$ cat config.mk
export PLATFORM = sky130hd
export DESIGN_NAME = sdram_bank_command_fsm
export DESIGN_NICKNAME = d
export VERILOG_FILES = /design/src/sdram_bank_pkg.sv /design/src/sdram_bank_command_fsm.sv
export SDC_FILE = /design/constraint.sdc
export NUM_CORES = 1
export LEC_CHECK = 0
export ABC_CLOCK_PERIOD_IN_PS = 5560
export CAP_MARGIN = 20
export CORE_MARGIN = 8
export CORE_UTILIZATION = 45
export CTS_BUF_LIST = sky130_fd_sc_hd__clkbuf_8
export CTS_CLUSTER_SIZE = 10
export DETAILED_ROUTE_END_ITERATION = 8
export DONT_BUFFER_PORTS = 1
export PLACE_DENSITY_LB_ADDON = 0.2
export SYNTH_ARGS = -nofsm -noshare
export SYNTH_HDL_FRONTEND = slang
export SYNTH_SLANG_ARGS = --single-unit
$ cat constraint.sdc
create_clock -name core_clk_i -period 5.56 [get_ports core_clk_i]
set_input_delay 1.39 -clock core_clk_i [delete_from_list [all_inputs] [get_ports core_clk_i]]
set_output_delay 1.39 -clock core_clk_i [all_outputs]
set_load 0.01 [all_outputs]
$ cat src/sdram_bank_pkg.sv
// package: constants, types and command encodings for the sdram bank command state machine
package sdram_bank_pkg;

  // bank count and bank address width
  localparam int unsigned NUM_BANKS   = 4;
  localparam int unsigned BANK_W      = 2;
  localparam int unsigned ADDR_W      = 13;
  localparam int unsigned COL_W       = 10;
  localparam int unsigned AP_BIT      = 10;          // address bit 10: auto precharge / all banks

  // clock rate, used to turn times into cycles
  localparam int unsigned CLK_MHZ     = 25;

  // timing figures in nanoseconds, plain defaults
  localparam int unsigned T_RP_NS     = 18;
  localparam int unsigned T_RCD_NS    = 18;
  localparam int unsigned T_RFC_NS    = 72;
  localparam int unsigned T_XSR_NS    = 112;
  localparam int unsigned T_MRD_CYC   = 2;           // given in clock cycles
  localparam int unsigned BURST_LEN   = 4;
  localparam int unsigned CAS_LAT     = 3;

  // least times round up to whole cycles, never below one
  function automatic int unsigned ns_to_cyc(input int unsigned ns);
    int unsigned c;
    c = (ns * CLK_MHZ + 999) / 1000;
    return (c < 1) ? 1 : c;
  endfunction

  localparam int unsigned RP_CYC      = ns_to_cyc(T_RP_NS);
  localparam int unsigned RCD_CYC     = ns_to_cyc(T_RCD_NS);
  localparam int unsigned RFC_CYC     = ns_to_cyc(T_RFC_NS);
  localparam int unsigned XSR_CYC     = ns_to_cyc(T_XSR_NS);

  // counter width for all delay counters
  localparam int unsigned CNT_W       = 8;

  // command decode {ras_n, cas_n, we_n} with chip select low
  localparam logic [2:0] CMD_NOP      = 3'h7;
  localparam logic [2:0] CMD_ACT      = 3'h3;
  localparam logic [2:0] CMD_RD       = 3'h5;
  localparam logic [2:0] CMD_WR       = 3'h4;
  localparam logic [2:0] CMD_BST      = 3'h6;
  localparam logic [2:0] CMD_PRE      = 3'h2;
  localparam logic [2:0] CMD_REF      = 3'h1;
  localparam logic [2:0] CMD_MRL      = 3'h0;

  // per-bank state, gray along idle -> activating -> active -> read -> write
  typedef enum logic [3:0] {
    BK_IDLE    = 4'h0,
    BK_ACTG    = 4'h1,
    BK_ACTIVE  = 4'h3,
    BK_READ    = 4'h2,
    BK_WRITE   = 4'h6,
    BK_READ_AP = 4'h7,
    BK_WRIT_AP = 4'h5,
    BK_PRECH   = 4'h4,
    BK_AP_PRE  = 4'hC
  } bank_state_t;

  // device-wide state
  typedef enum logic [1:0] {
    DV_NORMAL  = 2'h0,
    DV_REFRESH = 2'h1,
    DV_MODE    = 2'h3,
    DV_XSR     = 2'h2
  } dev_state_t;

  // command pins, as sampled
  typedef struct packed {
    logic              cs_n;
    logic              ras_n;
    logic              cas_n;
    logic              we_n;
    logic              cke;
    logic [BANK_W-1:0] ba;
    logic [ADDR_W-1:0] addr;
  } cmd_bus_t;

endpackage

$ cat src/sdram_bank_command_fsm.sv
// module: per-bank and device-wide command state machine of a four-bank sdram
// Function
// - chip select high: ignore, ops continue
// - nop keeps ongoing operations running
// - activate opens row in idle bank
// - refresh and mode load need all idle
// - precharge to idle bank is nop
// - active/read/write banks accept read, write
// - read burst: read restarts, precharge truncates
// - write burst: write restarts, precharge truncates
// - burst terminate, or deepest sleep when low
// - decode only when clock enable high twice
// - row active after delay, no burst
// - precharging until precharge time, then idle
// - activating until access delay, then active
// - auto precharge access busy until precharge done
// - refresh: only nops until refresh time
// - mode load: only nops until delay
// - precharge all: idle after precharge time
// - idle bank n lets others act
// - busy bank n lets others act
// - address bit ten selects precharge all
// - read cuts other read after latency
// - interrupted auto precharge bank starts precharging
`timescale 1ns/1ps

module sdram_bank_command_fsm #(
  parameter int unsigned RP_CYCLES  = sdram_bank_pkg::RP_CYC,
  parameter int unsigned RCD_CYCLES = sdram_bank_pkg::RCD_CYC,
  parameter int unsigned RFC_CYCLES = sdram_bank_pkg::RFC_CYC,
  parameter int unsigned MRD_CYCLES = sdram_bank_pkg::T_MRD_CYC,
  parameter int unsigned XSR_CYCLES = sdram_bank_pkg::XSR_CYC,
  parameter int unsigned BURST      = sdram_bank_pkg::BURST_LEN,
  parameter int unsigned CL         = sdram_bank_pkg::CAS_LAT
) (
  // clock and reset
  input  wire logic                                  core_clk_i,
  input  wire logic                                  arst_n_i,
  // command pins from the controller, on the link clock
  input  wire logic                                  link_clk_i,
  input  wire logic                                  cs_n_i,
  input  wire logic                                  ras_n_i,
  input  wire logic                                  cas_n_i,
  input  wire logic                                  we_n_i,
  input  wire logic                                  cke_i,
  input  wire logic [sdram_bank_pkg::BANK_W-1:0]     ba_i,
  input  wire logic [sdram_bank_pkg::ADDR_W-1:0]     addr_i,
  // self refresh exit, starts the exit wait
  input  wire logic                                  sr_exit_i,
  // state view
  output logic      [4*sdram_bank_pkg::NUM_BANKS-1:0] bank_state_o,
  output logic      [1:0]                            dev_state_o,
  output logic                                       all_idle_o,
  output logic                                       cmd_valid_o,
  output logic      [2:0]                            cmd_code_o,
  output logic                                       burst_read_o,
  output logic                                       burst_write_o,
  output logic      [sdram_bank_pkg::BANK_W-1:0]     burst_bank_o,
  output logic      [sdram_bank_pkg::COL_W-1:0]      burst_col_o,
  output logic                                       read_cut_o,
  output logic                                       deepest_sleep_state_o,
  output logic                                       illegal_cmd_o
);

  localparam int unsigned NB = sdram_bank_pkg::NUM_BANKS;
  localparam int unsigned CW = sdram_bank_pkg::CNT_W;
  localparam logic [CW-1:0] RP_L  = CW'(RP_CYCLES);
  localparam logic [CW-1:0] RCD_L = CW'(RCD_CYCLES);
  localparam logic [CW-1:0] RFC_L = CW'(RFC_CYCLES);
  localparam logic [CW-1:0] MRD_L = CW'(MRD_CYCLES);
  localparam logic [CW-1:0] XSR_L = CW'(XSR_CYCLES);
  localparam logic [CW-1:0] BL_L  = CW'(BURST);
  localparam logic [CW-1:0] CL_L  = CW'(CL);
  localparam logic [CW-1:0] ONE   = CW'(1);
  localparam logic [CW-1:0] ZERO  = '0;

  ////////////////////////////////////////////////////////////////////////////
  // synchronisers: the pins belong to the link clock domain

  // two stages for every pin and the link clock itself
  sdram_bank_pkg::cmd_bus_t pins_s1_r;                 // first stage, read by second only
  sdram_bank_pkg::cmd_bus_t pins_s2_r;                 // stable copy
  logic [1:0]               lclk_sync_r;               // link clock, two stages
  logic                     lclk_prev_r;               // for edge detection
  logic [1:0]               srx_sync_r;                // self refresh exit level
  logic                     srx_prev_r;
  sdram_bank_pkg::cmd_bus_t pins_now;

  assign pins_now = '{cs_n: cs_n_i, ras_n: ras_n_i, cas_n: cas_n_i, we_n: we_n_i,
                      cke: cke_i, ba: ba_i, addr: addr_i};

  // sampling the pins: at 320 ns link period there are eight core clocks per link clock,
  // so the pins are long settled when the delayed edge is seen
  always_ff @(posedge core_clk_i or negedge arst_n_i)
  begin
    if (!arst_n_i)
    begin
      pins_s1_r   <= '{cs_n: 1'b1, ras_n: 1'b1, cas_n: 1'b1, we_n: 1'b1, cke: 1'b0, default: '0};
      pins_s2_r   <= '{cs_n: 1'b1, ras_n: 1'b1, cas_n: 1'b1, we_n: 1'b1, cke: 1'b0, default: '0};
      lclk_sync_r <= 2'h0;
      lclk_prev_r <= 1'b0;
      srx_sync_r  <= 2'h0;
      srx_prev_r  <= 1'b0;
    end
    else
    begin
      pins_s1_r   <= pins_now;
      pins_s2_r   <= pins_s1_r;
      lclk_sync_r <= {lclk_sync_r[0], link_clk_i};
      lclk_prev_r <= lclk_sync_r[1];
      srx_sync_r  <= {srx_sync_r[0], sr_exit_i};
      srx_prev_r  <= srx_sync_r[1];
    end
  end

  // one pulse per rising link clock edge: the device's command edge
  wire edge_en = lclk_sync_r[1] & ~lclk_prev_r;
  wire srx_rise = srx_sync_r[1] & ~srx_prev_r;

  ////////////////////////////////////////////////////////////////////////////
  // command decode

  logic cke_prev_r;                                     // clock enable at previous edge
  wire  [2:0] cmd  = {pins_s2_r.ras_n, pins_s2_r.cas_n, pins_s2_r.we_n};
  wire  sel        = ~pins_s2_r.cs_n;                  // inhibit when high
  wire  cke_ok     = cke_prev_r & pins_s2_r.cke;       // high on both edges
  wire  ap_bit     = pins_s2_r.addr[sdram_bank_pkg::AP_BIT];
  wire  [sdram_bank_pkg::BANK_W-1:0] cba = pins_s2_r.ba;

  sdram_bank_pkg::dev_state_t dev_r;                    // device-wide state
  logic [CW-1:0]              dev_cnt_r;                // global down-counter

  // decode is live only in normal state with clock enable held
  wire  live     = edge_en & sel & cke_ok & (dev_r == sdram_bank_pkg::DV_NORMAL);
  wire  c_act    = live & (cmd == sdram_bank_pkg::CMD_ACT);
  wire  c_rd     = live & (cmd == sdram_bank_pkg::CMD_RD);
  wire  c_wr     = live & (cmd == sdram_bank_pkg::CMD_WR);
  wire  c_bst    = live & (cmd == sdram_bank_pkg::CMD_BST);
  wire  c_pre    = live & (cmd == sdram_bank_pkg::CMD_PRE);
  wire  c_ref    = live & (cmd == sdram_bank_pkg::CMD_REF);
  wire  c_mrl    = live & (cmd == sdram_bank_pkg::CMD_MRL);
  wire  c_pall   = c_pre & ap_bit;                           // all banks, bank bits ignored
  // same encoding with clock enable falling: deep sleep entry, not a terminate
  wire  c_dsleep = edge_en & sel & cke_prev_r & ~pins_s2_r.cke
                 & (cmd == sdram_bank_pkg::CMD_BST) & all_idle_o;

  ////////////////////////////////////////////////////////////////////////////
  // per-bank state machines

  sdram_bank_pkg::bank_state_t bst_r [NB];              // bank states
  logic [CW-1:0]               bcnt_r [NB];             // per-bank delay / burst counters
  logic [NB-1:0]               bidle;
  logic [NB-1:0]               bbad;                    // command refused by that bank's state

  // the bank most recently bursting, for terminate and interrupts
  logic [sdram_bank_pkg::BANK_W-1:0] last_bank_r;
  wire  any_burst = c_rd | c_wr;

  genvar g;
  generate
    for (g = 0; g < NB; g++)
    begin : g_bank
      wire hit  = (cba == sdram_bank_pkg::BANK_W'(g));
      wire to_me = hit;
      sdram_bank_pkg::bank_state_t s;
      assign s = bst_r[g];
      wire open_row = (s == sdram_bank_pkg::BK_ACTIVE) | (s == sdram_bank_pkg::BK_READ)
                    | (s == sdram_bank_pkg::BK_WRITE);
      wire busy_ap  = (s == sdram_bank_pkg::BK_READ_AP) | (s == sdram_bank_pkg::BK_WRIT_AP);
      // another bank's burst interrupts this auto precharge burst
      wire ap_cut   = busy_ap & any_burst & ~to_me;
      // precharge of this bank, single or all; idle bank ignores it
      wire pre_me   = (c_pall | (c_pre & to_me)) & open_row;
      // terminate applies only to the bank that bursts last
      wire bst_me   = c_bst & (last_bank_r == sdram_bank_pkg::BANK_W'(g))
                    & ((s == sdram_bank_pkg::BK_READ) | (s == sdram_bank_pkg::BK_WRITE));

      assign bidle[g] = (s == sdram_bank_pkg::BK_IDLE);
      // busy states refuse commands to this bank
      assign bbad[g]  = to_me & (c_act | c_rd | c_wr | (c_pre & ~ap_bit))
                      & ((s == sdram_bank_pkg::BK_ACTG) | (s == sdram_bank_pkg::BK_PRECH)
                         | (s == sdram_bank_pkg::BK_AP_PRE) | busy_ap
                         | ((c_rd | c_wr) & ~open_row) | (c_act & ~bidle[g]));

      // bank state update; commands to other banks leave this one alone, except a burst that cuts its auto precharge burst
      always_ff @(posedge core_clk_i or negedge arst_n_i)
      begin
        if (!arst_n_i)
        begin
          bst_r[g]  <= sdram_bank_pkg::BK_IDLE;
          bcnt_r[g] <= ZERO;
        end
        else if (dev_r == sdram_bank_pkg::DV_REFRESH || dev_r == sdram_bank_pkg::DV_MODE)
        begin
          bst_r[g]  <= sdram_bank_pkg::BK_IDLE;               // all idle during global ops
          bcnt_r[g] <= ZERO;
        end
        else if (pre_me)
        begin
          bst_r[g]  <= sdram_bank_pkg::BK_PRECH;
          bcnt_r[g] <= RP_L;
        end
        else if (ap_cut)
        begin
          bst_r[g]  <= sdram_bank_pkg::BK_AP_PRE;
          bcnt_r[g] <= RP_L;
        end
        else if (to_me & c_act & bidle[g])
        begin
          bst_r[g]  <= sdram_bank_pkg::BK_ACTG;
          bcnt_r[g] <= RCD_L;
        end
        else if (to_me & any_burst & open_row)
        begin
          // read/write restarts a burst, with or without auto precharge
          unique case ({c_wr, ap_bit})
            2'h0:    bst_r[g] <= sdram_bank_pkg::BK_READ;
            2'h1:    bst_r[g] <= sdram_bank_pkg::BK_READ_AP;
            2'h2:    bst_r[g] <= sdram_bank_pkg::BK_WRITE;
            default: bst_r[g] <= sdram_bank_pkg::BK_WRIT_AP;
          endcase
          bcnt_r[g] <= BL_L;
        end
        else if (bst_me)
        begin
          bst_r[g]  <= sdram_bank_pkg::BK_ACTIVE;             // burst cut short
          bcnt_r[g] <= ZERO;
        end
        else if (edge_en && bcnt_r[g] != ZERO)
        begin
          bcnt_r[g] <= bcnt_r[g] - ONE;                       // counts only on command edges
        end
        else if (edge_en)
        begin
          // counter expired: timed transitions
          unique case (s)
            sdram_bank_pkg::BK_ACTG:   bst_r[g] <= sdram_bank_pkg::BK_ACTIVE;
            sdram_bank_pkg::BK_READ,
            sdram_bank_pkg::BK_WRITE:  bst_r[g] <= sdram_bank_pkg::BK_ACTIVE;  // burst done
            sdram_bank_pkg::BK_READ_AP,
            sdram_bank_pkg::BK_WRIT_AP:
            begin
              bst_r[g]  <= sdram_bank_pkg::BK_AP_PRE;
              bcnt_r[g] <= RP_L;
            end
            sdram_bank_pkg::BK_PRECH,
            sdram_bank_pkg::BK_AP_PRE: bst_r[g] <= sdram_bank_pkg::BK_IDLE;
            default:                   bst_r[g] <= s;   // idle/active hold
          endcase
        end
      end

      assign bank_state_o[4*g +: 4] = s;
    end
  endgenerate

  assign all_idle_o = &bidle;

  ////////////////////////////////////////////////////////////////////////////
  // device-wide state: refresh, mode load, self refresh exit

  // global ops only when every bank idle
  wire glob_ok = all_idle_o;

  // clock enable history and device state update
  always_ff @(posedge core_clk_i or negedge arst_n_i)
  begin
    if (!arst_n_i)
    begin
      cke_prev_r <= 1'b0;
      dev_r      <= sdram_bank_pkg::DV_NORMAL;
      dev_cnt_r  <= ZERO;
    end
    else
    begin
      if (edge_en)
      begin
        cke_prev_r <= pins_s2_r.cke;
      end
      if (srx_rise)
      begin
        dev_r     <= sdram_bank_pkg::DV_XSR;                  // wait exit time
        dev_cnt_r <= XSR_L;
      end
      else if (c_ref & glob_ok)
      begin
        dev_r     <= sdram_bank_pkg::DV_REFRESH;
        dev_cnt_r <= RFC_L;
      end
      else if (c_mrl & glob_ok)
      begin
        dev_r     <= sdram_bank_pkg::DV_MODE;
        dev_cnt_r <= MRD_L;
      end
      else if (edge_en && dev_r != sdram_bank_pkg::DV_NORMAL)
      begin
        if (dev_cnt_r > ONE)
        begin
          dev_cnt_r <= dev_cnt_r - ONE;
        end
        else
        begin
          dev_r     <= sdram_bank_pkg::DV_NORMAL;             // back to normal; banks all idle only after refresh or mode load
          dev_cnt_r <= ZERO;
        end
      end
    end
  end

  assign dev_state_o = dev_r;

  ////////////////////////////////////////////////////////////////////////////
  // burst report and read interrupt timing

  logic [CW-1:0] cut_cnt_r;                             // counts latency to cut old read
  wire  rd_over_rd = c_rd & (cba != last_bank_r)
                   & (bst_r[last_bank_r] == sdram_bank_pkg::BK_READ);

  // registered outputs for the data path
  always_ff @(posedge core_clk_i or negedge arst_n_i)
  begin
    if (!arst_n_i)
    begin
      cmd_valid_o           <= 1'b0;
      cmd_code_o            <= sdram_bank_pkg::CMD_NOP;
      burst_read_o          <= 1'b0;
      burst_write_o         <= 1'b0;
      burst_bank_o          <= '0;
      burst_col_o           <= '0;
      last_bank_r           <= '0;
      cut_cnt_r             <= ZERO;
      read_cut_o            <= 1'b0;
      deepest_sleep_state_o <= 1'b0;
      illegal_cmd_o         <= 1'b0;
    end
    else
    begin
      cmd_valid_o   <= live;
      cmd_code_o    <= live ? cmd : sdram_bank_pkg::CMD_NOP;
      burst_read_o  <= c_rd & ~|bbad;
      burst_write_o <= c_wr & ~|bbad;
      illegal_cmd_o <= |bbad | ((c_ref | c_mrl) & ~glob_ok);   // refused, not acted on
      if (any_burst & ~|bbad)
      begin
        burst_bank_o <= cba;
        burst_col_o  <= pins_s2_r.addr[sdram_bank_pkg::COL_W-1:0];
        last_bank_r  <= cba;
      end
      // old read's data cut one latency after the new read
      if (rd_over_rd)
      begin
        cut_cnt_r <= CL_L;
      end
      else if (edge_en && cut_cnt_r != ZERO)
      begin
        cut_cnt_r <= cut_cnt_r - ONE;
      end
      read_cut_o <= edge_en & (cut_cnt_r == ONE);
      // deep sleep held until clock enable returns high
      if (c_dsleep)
      begin
        deepest_sleep_state_o <= 1'b1;
      end
      else if (edge_en & pins_s2_r.cke)
      begin
        deepest_sleep_state_o <= 1'b0;
      end
    end
  end

endmodule // sdram_bank_command_fsm

== Word-level counts from Yosys, hierarchy flattened ==
Cells that the tools add are included.
Storage, ports and cells
  register bits after elaboration: 130
  bits of input ports: 24
  output and inout port bits: 40
  word-level logic and storage cells: 409
Cells by class
  add/sub/neg operators: 6
  magnitude comparators: 2
  eq/ne operators: 56
  muxes and demuxes: 91
  bitwise operators: 150
  reductions and logical operators: 65
Operator list (count)
  $mux 8: 43
  $mux 4: 34
  $reduce_bool 8->1: 13
  $and 1x1->1: 85
  $eq 4x3->1 const B: 16
  $pmux 4 s3: 4
  $sub 8x1->8 const B: 6
  $or 1x1->1: 46
  $eq 4x2->1 const B: 9
  $reduce_bool 9->1: 4
  $reduce_bool 7->1: 4
  $ne 7x7->1 const B: 3
  $not 1->1: 18
  $eq 4x1->1 const B: 4
  $eq 4x4->1 const B: 4
  $logic_not 4->1: 4
  $reduce_or 2->1: 8
  $eq 2x2->1 const B: 6
  $reduce_and 3->1: 4
  $reduce_or 3->1: 4
  $mux 2: 5
  $reduce_and 2->1: 5
  $eq 3x3->1 const B: 3
  $pmux 3 s3: 1
  22 further kinds: 37

== Logic depth before layout (Yosys ltp) ==
  word-level depth: 14
  mapped depth: 10
  mapped depth without buffers: 8

== Worst setup path after synthesis ==
OpenSTA, ideal clock, no wires.
  path kind: reg-to-output
  start point: reg bst_r, in the netlist g_bank[3].s[1]
  end point: out all_idle_o
  arrival time: 1.303 ns
  required time: 4.170 ns
  slack: 2.867 ns
  cell stages (with the launch flop): 4
  path buffers: 1
  cells stage by stage: dfrtp_1 -> clkbuf_1 -> nor4_1 -> and4_1
On the way
  longest elaborated chain between the ends: 2
RTL lines
  start, declared: RTL line sdram_bank_command_fsm.sv:150  | sdram_bank_pkg::bank_state_t bst_r [NB];
  start signal, assigned by index: RTL line sdram_bank_command_fsm.sv:190  | bst_r[g] <= sdram_bank_pkg::BK_IDLE;
  start signal, assigned by index: RTL line sdram_bank_command_fsm.sv:195  | bst_r[g] <= sdram_bank_pkg::BK_IDLE;
  start signal, assigned by index: RTL line sdram_bank_command_fsm.sv:200  | bst_r[g] <= sdram_bank_pkg::BK_PRECH;
  $logic_not 4->1: RTL line sdram_bank_command_fsm.sv:178  | assign bidle[g] = (s == sdram_bank_pkg::BK_IDLE);
  $reduce_and 4->1: RTL line sdram_bank_command_fsm.sv:257  | assign all_idle_o = &bidle;
  end, declared: RTL line sdram_bank_command_fsm.sv:53  | output logic all_idle_o,
Every way passes these cells.

== Worst setup path in the final report ==
  start point: reg bst_r, in the netlist g_bank[3].s[3]
  end point: out all_idle_o
The elaborated chain is that of the path after synthesis.

==> run metrics <==
synth cell count leaders dfrtp_1, nor2_1, nand2_1; crit path launch g_bank[3].s[3]; most instantiated library cell after synthesis dfrtp_1; DP Worst Slack 2253 ps; Ports 64; antenna violations before repair 0; Post-DP Area 0.006665 mm^2; initial drt markers 361; Worst-path clk slew 90 ps; die area 0.01864 mm^2; Min-Delay Path Class flip-flop to flip-flop; static leakage 3.038 nW; met3 WL 1.066 mm; stages on the worst setup path 2; RR Endpoint g_bank[1].s[3]; Sw Share 37.00%; WL final 15.04 mm; Worst R2R Path Depth 9; CP Launch Type flip-flop; vias in the first global route 4,918; area grow syn2layout 8.517%; CP max stage delay 610 ps; DIE WIDTH 136.5 um; Final Setup Violations 0; Slowest-stage cell, CP nor4_1; wire per inst 17.78 um; Worst-Skew Late Latency 450 ps; IO buf count 0; GRT Total Usage 17.00%; worst vdd ir 0.0003224 V; Period minus WS final 3455 ps; number of synthesized flops with an enable pin 0; Mapped Cells 655; top layer in use met4; main flop type after synthesis dfrtp_1; run status complete, no violations; WS Path Type flip-flop to primary output; combinational power share 24.3%; post_cts resized 0; Buf/Inv on CP 0; gr ovfl total 0; share of post-route cells with drive strength above 1 11.33%; FF-to-FF setup slack 2200 ps; share of synthesized flip-flops with an asynchronous set or reset 100.0%; Fmax 289.5 MHz; crit-path leading delay family simple AND/OR/NAND/NOR gates; Syn Nets 691; fin area 0.007094 mm^2; root buffer cell clkbuf_8; Final ANT Viol Nets 0; maxcap violations 0; Worst R2R Start dev_state_o[0]; Die Y-Extent 136.5 um; Placer Congestion 0.8463; via/cell ratio 5.845; Net count, final 685; power per cell area 430.4 mW/mm^2; syn_area_per_cell 9.981 um^2; Seq/Total Area, Yosys 49.97%; wl on met1 6.667 mm; endpoints failing hold 0; distinct cell type count after synthesis 78; Critical Path Sink all_idle_o; Yosys reg bits 130; Core Region 0.01437 mm^2; clk sink count 130; hold slack 346.0 ps; htree depth 4; Synth area leaders dfrtp_1, dfstp_2, o21ai_0; Psw 1.130 mW; Internal 1.924 mW; cell row count 44; Worst-Margin Slew 888.3 ps; CP required 4170 ps; metal2 WL 7.030 mm; area share of the largest cell type after synthesis 45.55%; total negative setup slack 0 ps; routed vias 4,945; CP endpoint kind primary output; largest net degree at the start of global routing 131; Initial DRT Pass Iterations 5; Yosys Warn Count 0; hpwl dp 10.47 mm; final-report max-slew violation count 0; Arrival @ worst endpoint 2060 ps; worst rel slew slack 40.32%; post-CTS setup buffer count 0; hold_buf cts 0; DRC viols 0; final period utilization 62.13%; CTS tree yes; Seq pwr share 47.0%; Worst Hold Depth 0; Synth area leader dfrtp_1; synthesized area 0.006538 mm^2; worst setup margin 2105 ps; clock buffer count from CTS 17; RSZ-0062 raised after global routing no; clk_skew 16.92 ps; ANT cells 0; first-pass GRT wire length 25.12 mm; Max clock buf depth 2; Initial Utilization 45.50%; Clk network pwr share 28.7%; Crit Path Max Fanout 9; Critical Path, Cell by Cell nor4_1 -> and4_1
worst min path at each step:
stage	startpoint	to	slack (ps)
2_1_floorplan	pins_s1_r[10]	ap_bit	330
3_3_place_gp	pins_s1_r[2]	pins_s2_r[2]	330
3_5_place_dp	pins_s1_r[10]	ap_bit	330
4_1_cts	pins_s1_r[13]	cba[0]	340
5_1_grt	srx_sync_r[0]	srx_sync_r[1]	350
6_report	pins_s1_r[10]	ap_bit	350
layer usage:
metal  vias to the layer above  global-route usage (%)
met5                         -                       0
met4                         0                   6.955
met3                        25                   6.314
met2                       128                   26.42
met1                      2441                   20.97
li1                       2351                       -
registers in the layout, indices dropped and copies added, names as in the netlist, 2 cells and up:
| name | count |
|---|---|
| lclk_sync_r | 2 |
| burst_col_o | 10 |
| last_bank_r | 2 |
| dev_state_o | 2 |
| pins_s2_r | 12 |
| bcnt_r | 32 |
| cba | 2 |
| pins_s1_r | 18 |
| dev_cnt_r | 8 |
| srx_sync_r | 2 |
| g_bank.s | 16 |
| cmd_code_o | 3 |
| cmd | 3 |
| cut_cnt_r | 8 |
metrics by stage:
step           utilization [%]  std cells  power (mW)
6_report                 49.37        846       3.053
5_1_grt                  49.37        846       3.270
4_1_cts                  49.37        846       3.079
3_5_place_dp             46.39        814       2.194
3_3_place_gp             46.39        814       2.144
2_1_floorplan                -        655       2.000
logic make-up after synthesis:
family	after synthesis	share of synthesized area, %
AO/OA/AOI/OAI	154	16.08
AND/OR/NAND/NOR	261	21.26
adder cells (fa/ha/maj)	12	2.297
XOR/XNOR	25	3.349
multiplexers	23	3.904
flip-flops	130	49.97
buffers and inverters	50	3.139
power by group through the flow:
stage	Clock [mW]	Sequential [mW]	Combinational [mW]
4_1_cts	0.899	1.43	0.745
6_report	0.876	1.43	0.742
3_3_place_gp	0	1.44	0.706
3_5_place_dp	0	1.45	0.742
2_1_floorplan	0	1.34	0.663
5_1_grt	0.940	1.47	0.857
area by class of cell:
type,count,area (um^2)
Multi-Input combinational cell,475,3065
Clock buffer,18,247.7
Fill cell,1300,7274
Timing Repair Buffer,2,15.01
Inverter,23,87.58
Tap cell,184,230.2
Sequential cell,130,3267
Clock inverter,14,181.4
placed cells by master, fill, tap and decap left out, types with 4 or more instances in the layout:
cell and n:
xor2_1 7, nor4_1 9, a31oi_1 8, mux2_2 9
o31ai_1 9, nand3b_1 9, inv_6 4, ha_1 12
nand2b_1 12, nand2_1 54, o41ai_1 5, clkbuf_8 18
or2_2 4, a211oi_1 4, nor2b_1 16, mux2_1 11
nand4_1 5, dfstp_2 11, nor3_1 29, nand3_1 13
o21ai_0 52, dfrtp_1 119, a21o_1 8, or4_1 5
inv_1 22, or3_1 12, inv_8 7, a211o_1 5
xnor2_1 18, a21oi_1 27, nor2_1 65
Note: power is estimated with default switching activity, not from simulation.
